==> config.mk <==
export PLATFORM = sky130hd
export DESIGN_NAME = comparator_control_logic
export DESIGN_NICKNAME = d
export VERILOG_FILES = /design/src/hw/cmp_ctrl_pkg.sv /design/src/hw/sticky_edge_flag.sv /design/src/hw/comparator_control_logic.sv
export SDC_FILE = /design/constraint.sdc
export NUM_CORES = 1
export LEC_CHECK = 0
export ABC_CLOCK_PERIOD_IN_PS = 800
export BUFFER_PORTS_ARGS = -buffer_cell sky130_fd_sc_hd__buf_4
export CAP_MARGIN = 25
export CORE_MARGIN = 2
export CORE_UTILIZATION = 45
export CTS_CLUSTER_DIAMETER = 120
export DETAILED_ROUTE_END_ITERATION = 10
export GPL_TIMING_DRIVEN = 1
export PLACE_DENSITY = 0.8
export SLEW_MARGIN = 20
export SYNTH_ARGS = -nofsm -noshare
export SYNTH_HDL_FRONTEND = slang
export SYNTH_SLANG_ARGS = --single-unit
==> constraint.sdc <==
create_clock -name clk_i -period 0.8 [get_ports clk_i]
set_input_delay 0.12 -clock clk_i [delete_from_list [all_inputs] [get_ports clk_i]]
set_output_delay 0.12 -clock clk_i [all_outputs]
set_load 0.01 [all_outputs]
==> src/hw/cmp_ctrl_pkg.sv <==
// constants for the comparator control and status block
package cmp_ctrl_pkg;
  localparam logic [0:0] ADDR_CONTROL = 1'h0;
  localparam logic [0:0] ADDR_MODE = 1'h1;
  localparam int CTL_ENABLE = 7;
  localparam int CTL_LEVEL = 6;
  localparam int CTL_RISE = 5;
  localparam int CTL_FALL = 4;
  localparam int CTL_POS_HYST = 2;
  localparam int CTL_NEG_HYST = 0;
  localparam int MD_RISE_IE = 5;
  localparam int MD_FALL_IE = 4;
  localparam int MD_RESP = 0;
  localparam logic [7:0] CONTROL_RESET = 8'h00;
  localparam logic [7:0] MODE_RESET = 8'h02;
  localparam logic [1:0] HYST_OFF = 2'h0;
  localparam logic [1:0] HYST_5MV = 2'h1;
  localparam logic [1:0] HYST_10MV = 2'h2;
  localparam logic [1:0] HYST_20MV = 2'h3;
  localparam int SYNC_STAGES = 2;
endpackage

==> src/hw/sticky_edge_flag.sv <==
// one sticky edge flag with software clear; set wins over clear
module sticky_edge_flag (
  input wire logic clk_i,
  input wire logic rst_n_i,
  input wire logic ce_i,
  input wire logic set_i,
  input wire logic clr_i,
  output logic flag_o
);
  always_ff @(posedge clk_i) begin
    if (!rst_n_i) begin
      flag_o <= 1'b0;
    end else if (ce_i) begin
      if (set_i) begin
        flag_o <= 1'b1;
      end else if (clr_i) begin
        flag_o <= 1'b0;
      end
    end
  end

  a_flag_holds: assert property (@(posedge clk_i) disable iff (!rst_n_i)
      flag_o && !(ce_i && clr_i) |=> flag_o)
    else $error("edge flag dropped without a clear");
  a_set_wins: assert property (@(posedge clk_i) disable iff (!rst_n_i)
      ce_i && set_i && clr_i |=> flag_o)
    else $error("clear beat a same-cycle edge");
endmodule

==> src/hw/comparator_control_logic.sv <==
// comparator control and status registers, edge flags and outputs
//
// Design decisions made here: the plain strobed port and the placing of the registers.
module comparator_control_logic #(
  parameter int SYNC_STAGES = cmp_ctrl_pkg::SYNC_STAGES
) (
  input wire logic clk_i,
  input wire logic rst_n_i,
  input wire logic ce_i,
  input wire logic addr_i,
  input wire logic [7:0] wdata_i,
  input wire logic wr_i,
  input wire logic rd_i,
  output logic [7:0] rdata_o,
  input wire logic cmp_analog_i,
  output logic cmp_raw_out_o,
  output logic cmp_sync_out_o,
  output logic cmp_power_o,
  output logic [1:0] pos_hyst_o,
  output logic [1:0] neg_hyst_o,
  output logic [1:0] resp_time_o,
  output logic irq_o,
  output logic reset_src_o
);
  initial begin
    if (SYNC_STAGES != 2) $error("only a two-stage synchroniser plus edge stage is built");
  end

  logic cmp_enable_bit;
  logic [1:0] pos_hyst_sel;
  logic [1:0] neg_hyst_sel;
  logic rise_irq_enable;
  logic fall_irq_enable;
  logic [1:0] resp_time_sel;
  logic sync_a;
  logic sync_b;
  logic sync_c;
  logic cmp_level_bit;
  logic rise_edge_flag;
  logic fall_edge_flag;
  logic wr_ctl;
  logic wr_md;
  logic rise_evt;
  logic fall_evt;
  logic raw_q;

  assign wr_ctl = wr_i && addr_i == cmp_ctrl_pkg::ADDR_CONTROL;
  assign wr_md = wr_i && addr_i == cmp_ctrl_pkg::ADDR_MODE;

  // control register fields
  always_ff @(posedge clk_i) begin
    if (!rst_n_i) begin
      cmp_enable_bit <= cmp_ctrl_pkg::CONTROL_RESET[cmp_ctrl_pkg::CTL_ENABLE];
      pos_hyst_sel <= cmp_ctrl_pkg::CONTROL_RESET[cmp_ctrl_pkg::CTL_POS_HYST +: 2];
      neg_hyst_sel <= cmp_ctrl_pkg::CONTROL_RESET[cmp_ctrl_pkg::CTL_NEG_HYST +: 2];
    end else if (ce_i && wr_ctl) begin
      cmp_enable_bit <= wdata_i[cmp_ctrl_pkg::CTL_ENABLE];
      pos_hyst_sel <= wdata_i[cmp_ctrl_pkg::CTL_POS_HYST +: 2];
      neg_hyst_sel <= wdata_i[cmp_ctrl_pkg::CTL_NEG_HYST +: 2];
    end
  end

  // mode register fields
  always_ff @(posedge clk_i) begin
    if (!rst_n_i) begin
      rise_irq_enable <= cmp_ctrl_pkg::MODE_RESET[cmp_ctrl_pkg::MD_RISE_IE];
      fall_irq_enable <= cmp_ctrl_pkg::MODE_RESET[cmp_ctrl_pkg::MD_FALL_IE];
      resp_time_sel <= cmp_ctrl_pkg::MODE_RESET[cmp_ctrl_pkg::MD_RESP +: 2];
    end else if (ce_i && wr_md) begin
      rise_irq_enable <= wdata_i[cmp_ctrl_pkg::MD_RISE_IE];
      fall_irq_enable <= wdata_i[cmp_ctrl_pkg::MD_FALL_IE];
      resp_time_sel <= wdata_i[cmp_ctrl_pkg::MD_RESP +: 2];
    end
  end

  // raw path has no flop on purpose: it must work with the clock stopped
  assign cmp_raw_out_o = cmp_analog_i && cmp_enable_bit;

  // gated result enters the synchroniser; disabled reads low
  assign raw_q = cmp_analog_i && cmp_enable_bit;

  // sync_a feeds only sync_b; edges taken when sync_b and sync_c agree, against cmp_level_bit
  always_ff @(posedge clk_i) begin
    if (!rst_n_i) begin
      sync_a <= 1'b0;
      sync_b <= 1'b0;
      sync_c <= 1'b0;
    end else if (ce_i) begin
      sync_a <= raw_q;
      sync_b <= sync_a;
      sync_c <= sync_b;
    end
  end

  // level changes only once two stages agree
  always_ff @(posedge clk_i) begin
    if (!rst_n_i) begin
      cmp_level_bit <= 1'b0;
    end else if (ce_i && sync_b == sync_c) begin
      cmp_level_bit <= sync_c;
    end
  end

  assign rise_evt = ce_i && (sync_b == sync_c) && sync_c && !cmp_level_bit;
  assign fall_evt = ce_i && (sync_b == sync_c) && !sync_c && cmp_level_bit;

  sticky_edge_flag rise_flag_u (
    .clk_i(clk_i),
    .rst_n_i(rst_n_i),
    .ce_i(ce_i),
    .set_i(rise_evt),
    .clr_i(wr_ctl && !wdata_i[cmp_ctrl_pkg::CTL_RISE]),
    .flag_o(rise_edge_flag)
  );

  sticky_edge_flag fall_flag_u (
    .clk_i(clk_i),
    .rst_n_i(rst_n_i),
    .ce_i(ce_i),
    .set_i(fall_evt),
    .clr_i(wr_ctl && !wdata_i[cmp_ctrl_pkg::CTL_FALL]),
    .flag_o(fall_edge_flag)
  );

  // registered outputs toward the analog cell, pins and system
  always_ff @(posedge clk_i) begin
    if (!rst_n_i) begin
      cmp_sync_out_o <= 1'b0;
      cmp_power_o <= 1'b0;
      pos_hyst_o <= cmp_ctrl_pkg::HYST_OFF;
      neg_hyst_o <= cmp_ctrl_pkg::HYST_OFF;
      resp_time_o <= cmp_ctrl_pkg::MODE_RESET[cmp_ctrl_pkg::MD_RESP +: 2];
      reset_src_o <= 1'b0;
    end else if (ce_i) begin
      cmp_sync_out_o <= cmp_level_bit && cmp_enable_bit;
      cmp_power_o <= cmp_enable_bit;
      pos_hyst_o <= pos_hyst_sel;
      neg_hyst_o <= neg_hyst_sel;
      resp_time_o <= resp_time_sel;
      reset_src_o <= cmp_level_bit && cmp_enable_bit;
    end
  end

  // interrupt request, masked per edge
  always_ff @(posedge clk_i) begin
    if (!rst_n_i) begin
      irq_o <= 1'b0;
    end else if (ce_i) begin
      irq_o <= (rise_edge_flag && rise_irq_enable) ||
               (fall_edge_flag && fall_irq_enable);
    end
  end

  // read data; stands in the cycle after the read strobe, and longer only while ce_i is held low
  always_ff @(posedge clk_i) begin
    if (!rst_n_i) begin
      rdata_o <= 8'h00;
    end else if (ce_i) begin
      if (rd_i) begin
        if (addr_i == cmp_ctrl_pkg::ADDR_CONTROL) begin
          rdata_o <= {cmp_enable_bit, cmp_level_bit, rise_edge_flag, fall_edge_flag,
                      pos_hyst_sel, neg_hyst_sel};
        end else begin
          rdata_o <= {2'b00, rise_irq_enable, fall_irq_enable, 2'b00, resp_time_sel};
        end
      end else begin
        rdata_o <= 8'h00;
      end
    end
  end

  a_raw_low_off: assert property (@(posedge clk_i) disable iff (!rst_n_i)
      !cmp_enable_bit |-> !cmp_raw_out_o)
    else $error("raw output high while disabled");
  a_sync_low_off: assert property (@(posedge clk_i) disable iff (!rst_n_i)
      ce_i && !cmp_enable_bit |=> !cmp_sync_out_o)
    else $error("synced output high while disabled");
  a_rise_sets: assert property (@(posedge clk_i) disable iff (!rst_n_i)
      rise_evt |=> rise_edge_flag)
    else $error("rising edge did not set flag");
  a_fall_sets: assert property (@(posedge clk_i) disable iff (!rst_n_i)
      fall_evt |=> fall_edge_flag)
    else $error("falling edge did not set flag");
  a_irq_masked: assert property (@(posedge clk_i) disable iff (!rst_n_i)
      ce_i && !(rise_edge_flag && rise_irq_enable) && !(fall_edge_flag && fall_irq_enable)
      |=> !irq_o)
    else $error("interrupt without enabled flag");
  a_level_follows: assert property (@(posedge clk_i) disable iff (!rst_n_i)
      ce_i && $rose(raw_q) ##1 (ce_i && raw_q) [*4] |=> cmp_level_bit)
    else $error("level bit missed a steady high");
  a_enable_write: assert property (@(posedge clk_i) disable iff (!rst_n_i)
      ce_i && wr_ctl |=> cmp_enable_bit == $past(wdata_i[cmp_ctrl_pkg::CTL_ENABLE]))
    else $error("enable bit not written");
  a_mode_reset: assert property (@(posedge clk_i)
      !rst_n_i |=> resp_time_sel == 2'h2)
    else $error("mode field reset value wrong");
  a_read_level: assert property (@(posedge clk_i) disable iff (!rst_n_i)
      ce_i && rd_i && addr_i == cmp_ctrl_pkg::ADDR_CONTROL
      |=> rdata_o[cmp_ctrl_pkg::CTL_LEVEL] == $past(cmp_level_bit))
    else $error("read level mismatch");

  a_irq_rise: assert property (@(posedge clk_i) disable iff (!rst_n_i)
      ce_i && rise_edge_flag && rise_irq_enable |=> irq_o)
    else $error("enabled rising flag gave no interrupt");
  a_irq_fall: assert property (@(posedge clk_i) disable iff (!rst_n_i)
      ce_i && fall_edge_flag && fall_irq_enable |=> irq_o)
    else $error("enabled falling flag gave no interrupt");
  a_sync_out: assert property (@(posedge clk_i) disable iff (!rst_n_i)
      ce_i |=> cmp_sync_out_o == ($past(cmp_level_bit) && $past(cmp_enable_bit)))
    else $error("synced output does not follow level");
  a_reset_src: assert property (@(posedge clk_i) disable iff (!rst_n_i)
      ce_i |=> reset_src_o == ($past(cmp_level_bit) && $past(cmp_enable_bit)))
    else $error("reset source does not follow level");
  a_power_out: assert property (@(posedge clk_i) disable iff (!rst_n_i)
      ce_i |=> cmp_power_o == $past(cmp_enable_bit))
    else $error("power output does not follow enable");
  a_pos_hyst: assert property (@(posedge clk_i) disable iff (!rst_n_i)
      ce_i |=> pos_hyst_o == $past(pos_hyst_sel))
    else $error("positive hysteresis output wrong");
  a_neg_hyst: assert property (@(posedge clk_i) disable iff (!rst_n_i)
      ce_i |=> neg_hyst_o == $past(neg_hyst_sel))
    else $error("negative hysteresis output wrong");
  a_resp_out: assert property (@(posedge clk_i) disable iff (!rst_n_i)
      ce_i |=> resp_time_o == $past(resp_time_sel))
    else $error("response time output wrong");
  a_mode_write: assert property (@(posedge clk_i) disable iff (!rst_n_i)
      ce_i && wr_md |=> resp_time_sel == $past(wdata_i[cmp_ctrl_pkg::MD_RESP +: 2]))
    else $error("mode field not written");
  a_hyst_write: assert property (@(posedge clk_i) disable iff (!rst_n_i)
      ce_i && wr_ctl |=> neg_hyst_sel == $past(wdata_i[cmp_ctrl_pkg::CTL_NEG_HYST +: 2]))
    else $error("hysteresis field not written");
  a_rise_clear: assert property (@(posedge clk_i) disable iff (!rst_n_i)
      ce_i && wr_ctl && !wdata_i[cmp_ctrl_pkg::CTL_RISE] && !rise_evt
      |=> !rise_edge_flag)
    else $error("rising flag survived a clear");
  a_rdata_idle: assert property (@(posedge clk_i) disable iff (!rst_n_i)
      ce_i && !rd_i |=> rdata_o == 8'h00)
    else $error("read data outside its cycle");
  a_freeze_hold: assert property (@(posedge clk_i) disable iff (!rst_n_i)
      !ce_i |=> $stable(rdata_o) && $stable(irq_o) && $stable(cmp_sync_out_o))
    else $error("state moved while clock enable low");

  // main scenarios worth seeing at least once
  c_rise_irq: cover property (@(posedge clk_i) rise_edge_flag && rise_irq_enable ##1 irq_o);
  c_fall_irq: cover property (@(posedge clk_i) fall_edge_flag && fall_irq_enable ##1 irq_o);
  c_set_and_clear: cover property (@(posedge clk_i) rise_evt && wr_ctl);
  c_disable: cover property (@(posedge clk_i) $fell(cmp_enable_bit));
  c_fall_edge: cover property (@(posedge clk_i) fall_evt);
endmodule

==> flow_metrics.tcl <==
set metrics [dict create \
    met2_usage 0.320 \
    diodes 0 \
    clock-sinks 32 \
    die_x_um 58.0 \
    place_area_mm2 0.00160 \
    root_buffer "clkbuf_4" \
    critical_path.max_fanout 2 \
    grt_pass1_vias 1104 \
    netlist_top_cells_count "dfxtp_1 (32), mux2i_1 (21), nand2_1 (18)" \
    synth-compound-area-share 0.0876 \
    grt_overflow 0 \
    internal_power_uw 2220 \
    required_ns 0.68 \
    post-route-util 0.673 \
    switchingPower_uw 704 \
    drc 0 \
    core_area_mm2 0.00276 \
    h-tree-depth 2 \
    violations "setup timing" \
    dp_hpwl_um 2040 \
    drive_gt1_frac 0.466 \
    vias_per_cell 5.54 \
    routabilityCongestion 0.815 \
    portBuffers 32 \
    dieArea_mm2 0.00337 \
    cts_tree "done" \
    min-delay-start "wdata_i[7]" \
    place_ws_ns -0.147 \
    synth.area.top_cells "dfxtp_1 (49%), mux2i_1 (16%), nand2_1 (5.1%), nand2b_1 (2.9%), a21oi_1 (2.7%)" \
    ys_types 28 \
    status "complete, but fails checks" \
    ys_warn_count 0 \
    powerDensity_mw_per_mm2 1570 \
    drt_iter0_drc 22 \
    clock.fmax_ghz 0.959 \
    cp-start-kind "flip-flop" \
    die_h_um 58.0 \
    area_delta_synth_final_pct 41.2 \
    hold_viol_final 0 \
    ys_ff_latch 32 \
    rsz0062_at_grt "true" \
    first_pass_iters 4 \
    synth_top_area_share 0.488 \
    syn_avg_cell_area_um2 9.95 \
    wirelength_um 3280 \
    p_total_uw 2920 \
    crit_path_end_kind "output pin" \
    clock_latency_ns 0.33 \
    r2r_start "cmp_level_bit" \
    synthSimpleGateAreaFrac 0.201 \
    start_util 0.476 \
    synth_adder_area_share 0 \
    power.share.switching 0.241 \
    num-nets-final 192 \
    synth-edff-count 0 \
    min_path_type "input pin to flip-flop" \
    syn_area_mm2 0.00131 \
    relSlewSlack 0.711 \
    io_pins 34 \
    fin_crit_ns 1.04 \
    post_drt_wl_per_cell_um 15.7 \
    worst-setup-path-type "flip-flop to output pin" \
    tightest_slew_ns 0.428 \
    vias 1157 \
    grt_pass1_wl_um 5040 \
    cts.path.max_buffers 2 \
    num_rows 19 \
    crit_path_start "cmp_enable_bit" \
    setup_viol 20 \
    grt_usage 0.205 \
    fin_area_mm2 0.00186 \
    async_flop_share 0 \
    vdd.ir_drop.worst_mv 1.40 \
    fin_skew_ns 0.00214 \
    p_clk_frac 0.330 \
    leakage_uw 0.000789 \
    antenna_found_initial 0 \
    use_met1 0.239 \
    pwr-share-comb 0.110 \
    grt.busiest_layer "met2" \
    synth_xor_area_frac 0 \
    synth_top_family_by_area "simple AND/OR/NAND/NOR gates" \
    synth.mux.area_fraction 0.160 \
    ys.flop_type "dfxtp_1" \
    grt_max_degree 14 \
    fin_crit_sh 1.30 \
    antenna_left 0 \
    slew_violations 0 \
    cts_made_buffers 5 \
    setup_ws_ns -0.243 \
    yosysMostFrequentCell "dfxtp_1" \
    syn_nets 147 \
    yosys.area.top_type "dfxtp_1" \
    pwr-share-seq 0.560 \
    clk_pin_slew_ns 0.09 \
    ys_seq_area_frac 0.488 \
    netlist_instances 132 \
    worstPathArrival_ns 0.92 \
    cap_violations 0 \
    grt_use_met3 0.0938 \
]
-- layout by cell type, fill, tap and decap left out --
master     synthesis  final
nand4b_1           4      4
a21oi_2            0      1
inv_1              2      2
dfxtp_2            0     17
dfxtp_4            0      4
mux2i_1           21     21
o2bb2ai_1          4      4
a32o_1             1      1
nand3_2            0      2
a22oi_1            1      1
nor2b_1            1      1
buf_12             0      1
nand4_1            1      1
and3b_1            1      1
o21ai_1            1      1
nor4bb_1           1      1
and2_4             0      2
nand3_1            4      2
o22ai_1            1      1
nor3b_4            0      1
nand2b_1           6      6
nand4bb_1          1      1
clkbuf_1           0      2
o211ai_1           1      1
clkbuf_8           0      1
a21oi_1            7      6
buf_6              3     19
dfxtp_1           32     11
buf_4              1     29
nor2_1             8      8
clkbuf_4           0      5
and3_1             1      1
o32ai_2            0      1
nand2_1           18     18
-- critical path: stages, from the launching register on --
cell and delay (ns):
dfxtp_4 0.35, and2_4 0.13, buf_6 0.11
-- layout make-up --
| cell class | instances | area (um2) |
|---|---|---|
| fill | 205 | 902 |
| tap | 31 | 38.8 |
| multi-input combinational | 87 | 622 |
| clock buffer | 8 | 58.8 |
| inverter | 2 | 7.51 |
| timing repair buffer | 49 | 452 |
| sequential | 32 | 677 |
-- state kept, by name, summed over array words and instances (netlist names), 2 cells and up --
signal         count
rdata_o            8
neg_hyst_o         2
neg_hyst_sel       2
pos_hyst_o         2
pos_hyst_sel       2
resp_time_o        2
resp_time_sel      2
-- metrics by stage --
| step | hold WS [ns] | instances | TNS (ns) |
|---|---|---|---|
| 2_1_floorplan | 0.262 | 132 | 0 |
| 3_3_place_gp | 0.384 | 193 | -0.795 |
| 3_5_place_dp | 0.388 | 193 | -1.55 |
| 4_1_cts | 0.0175 | 206 | -2.39 |
| 5_1_grt | 0.0209 | 209 | -3.04 |
| 6_report | 0.0309 | 209 | -2.12 |
-- power by group through the flow --
stage               Clock, uW  Combinational, uW  Sequential, uW
CTS                       996                309            1640
floorplan                   0                160            1680
finish                    963                321            1630
global route             1060                347            1640
detailed placement          0                289            1680
global placement            0                281            1680
-- kinds of logic (layout without fill, tap and decap cells) --
family	Yosys count	after routing
compound gates	17	17
buf+inv	13	59
flops	32	32
mux	21	21
simple gates	49	49
-- layer usage --
layer | vias to the layer above | share of wire
li1 | 551 | -
met1 | 561 | 0.42
met2 | 35 | 0.49
met3 | 10 | 0.066
met4 | 0 | 0.027
met5 | - | 0
-- timing repair --
action | in CTS | in global routing
pin swaps | 1 | 2
hold buffers | 0 | 0
setup buffers | 5 | 3
gates resized for setup | 41 | 10
setup endpoints to repair | 21 | 25
-- path summary, 6_finish.rpt --
kind	endpoint	slack [ns]	cells after the start
min reg2reg	rdata_o[0]	0.47	1
min	cmp_enable_bit	0.03	3
max	cmp_raw_out_o	-0.24	2
max reg2reg	fall_flag_u.flag_o	0	2
No activity file was read; power rests on OpenSTA's default activity.
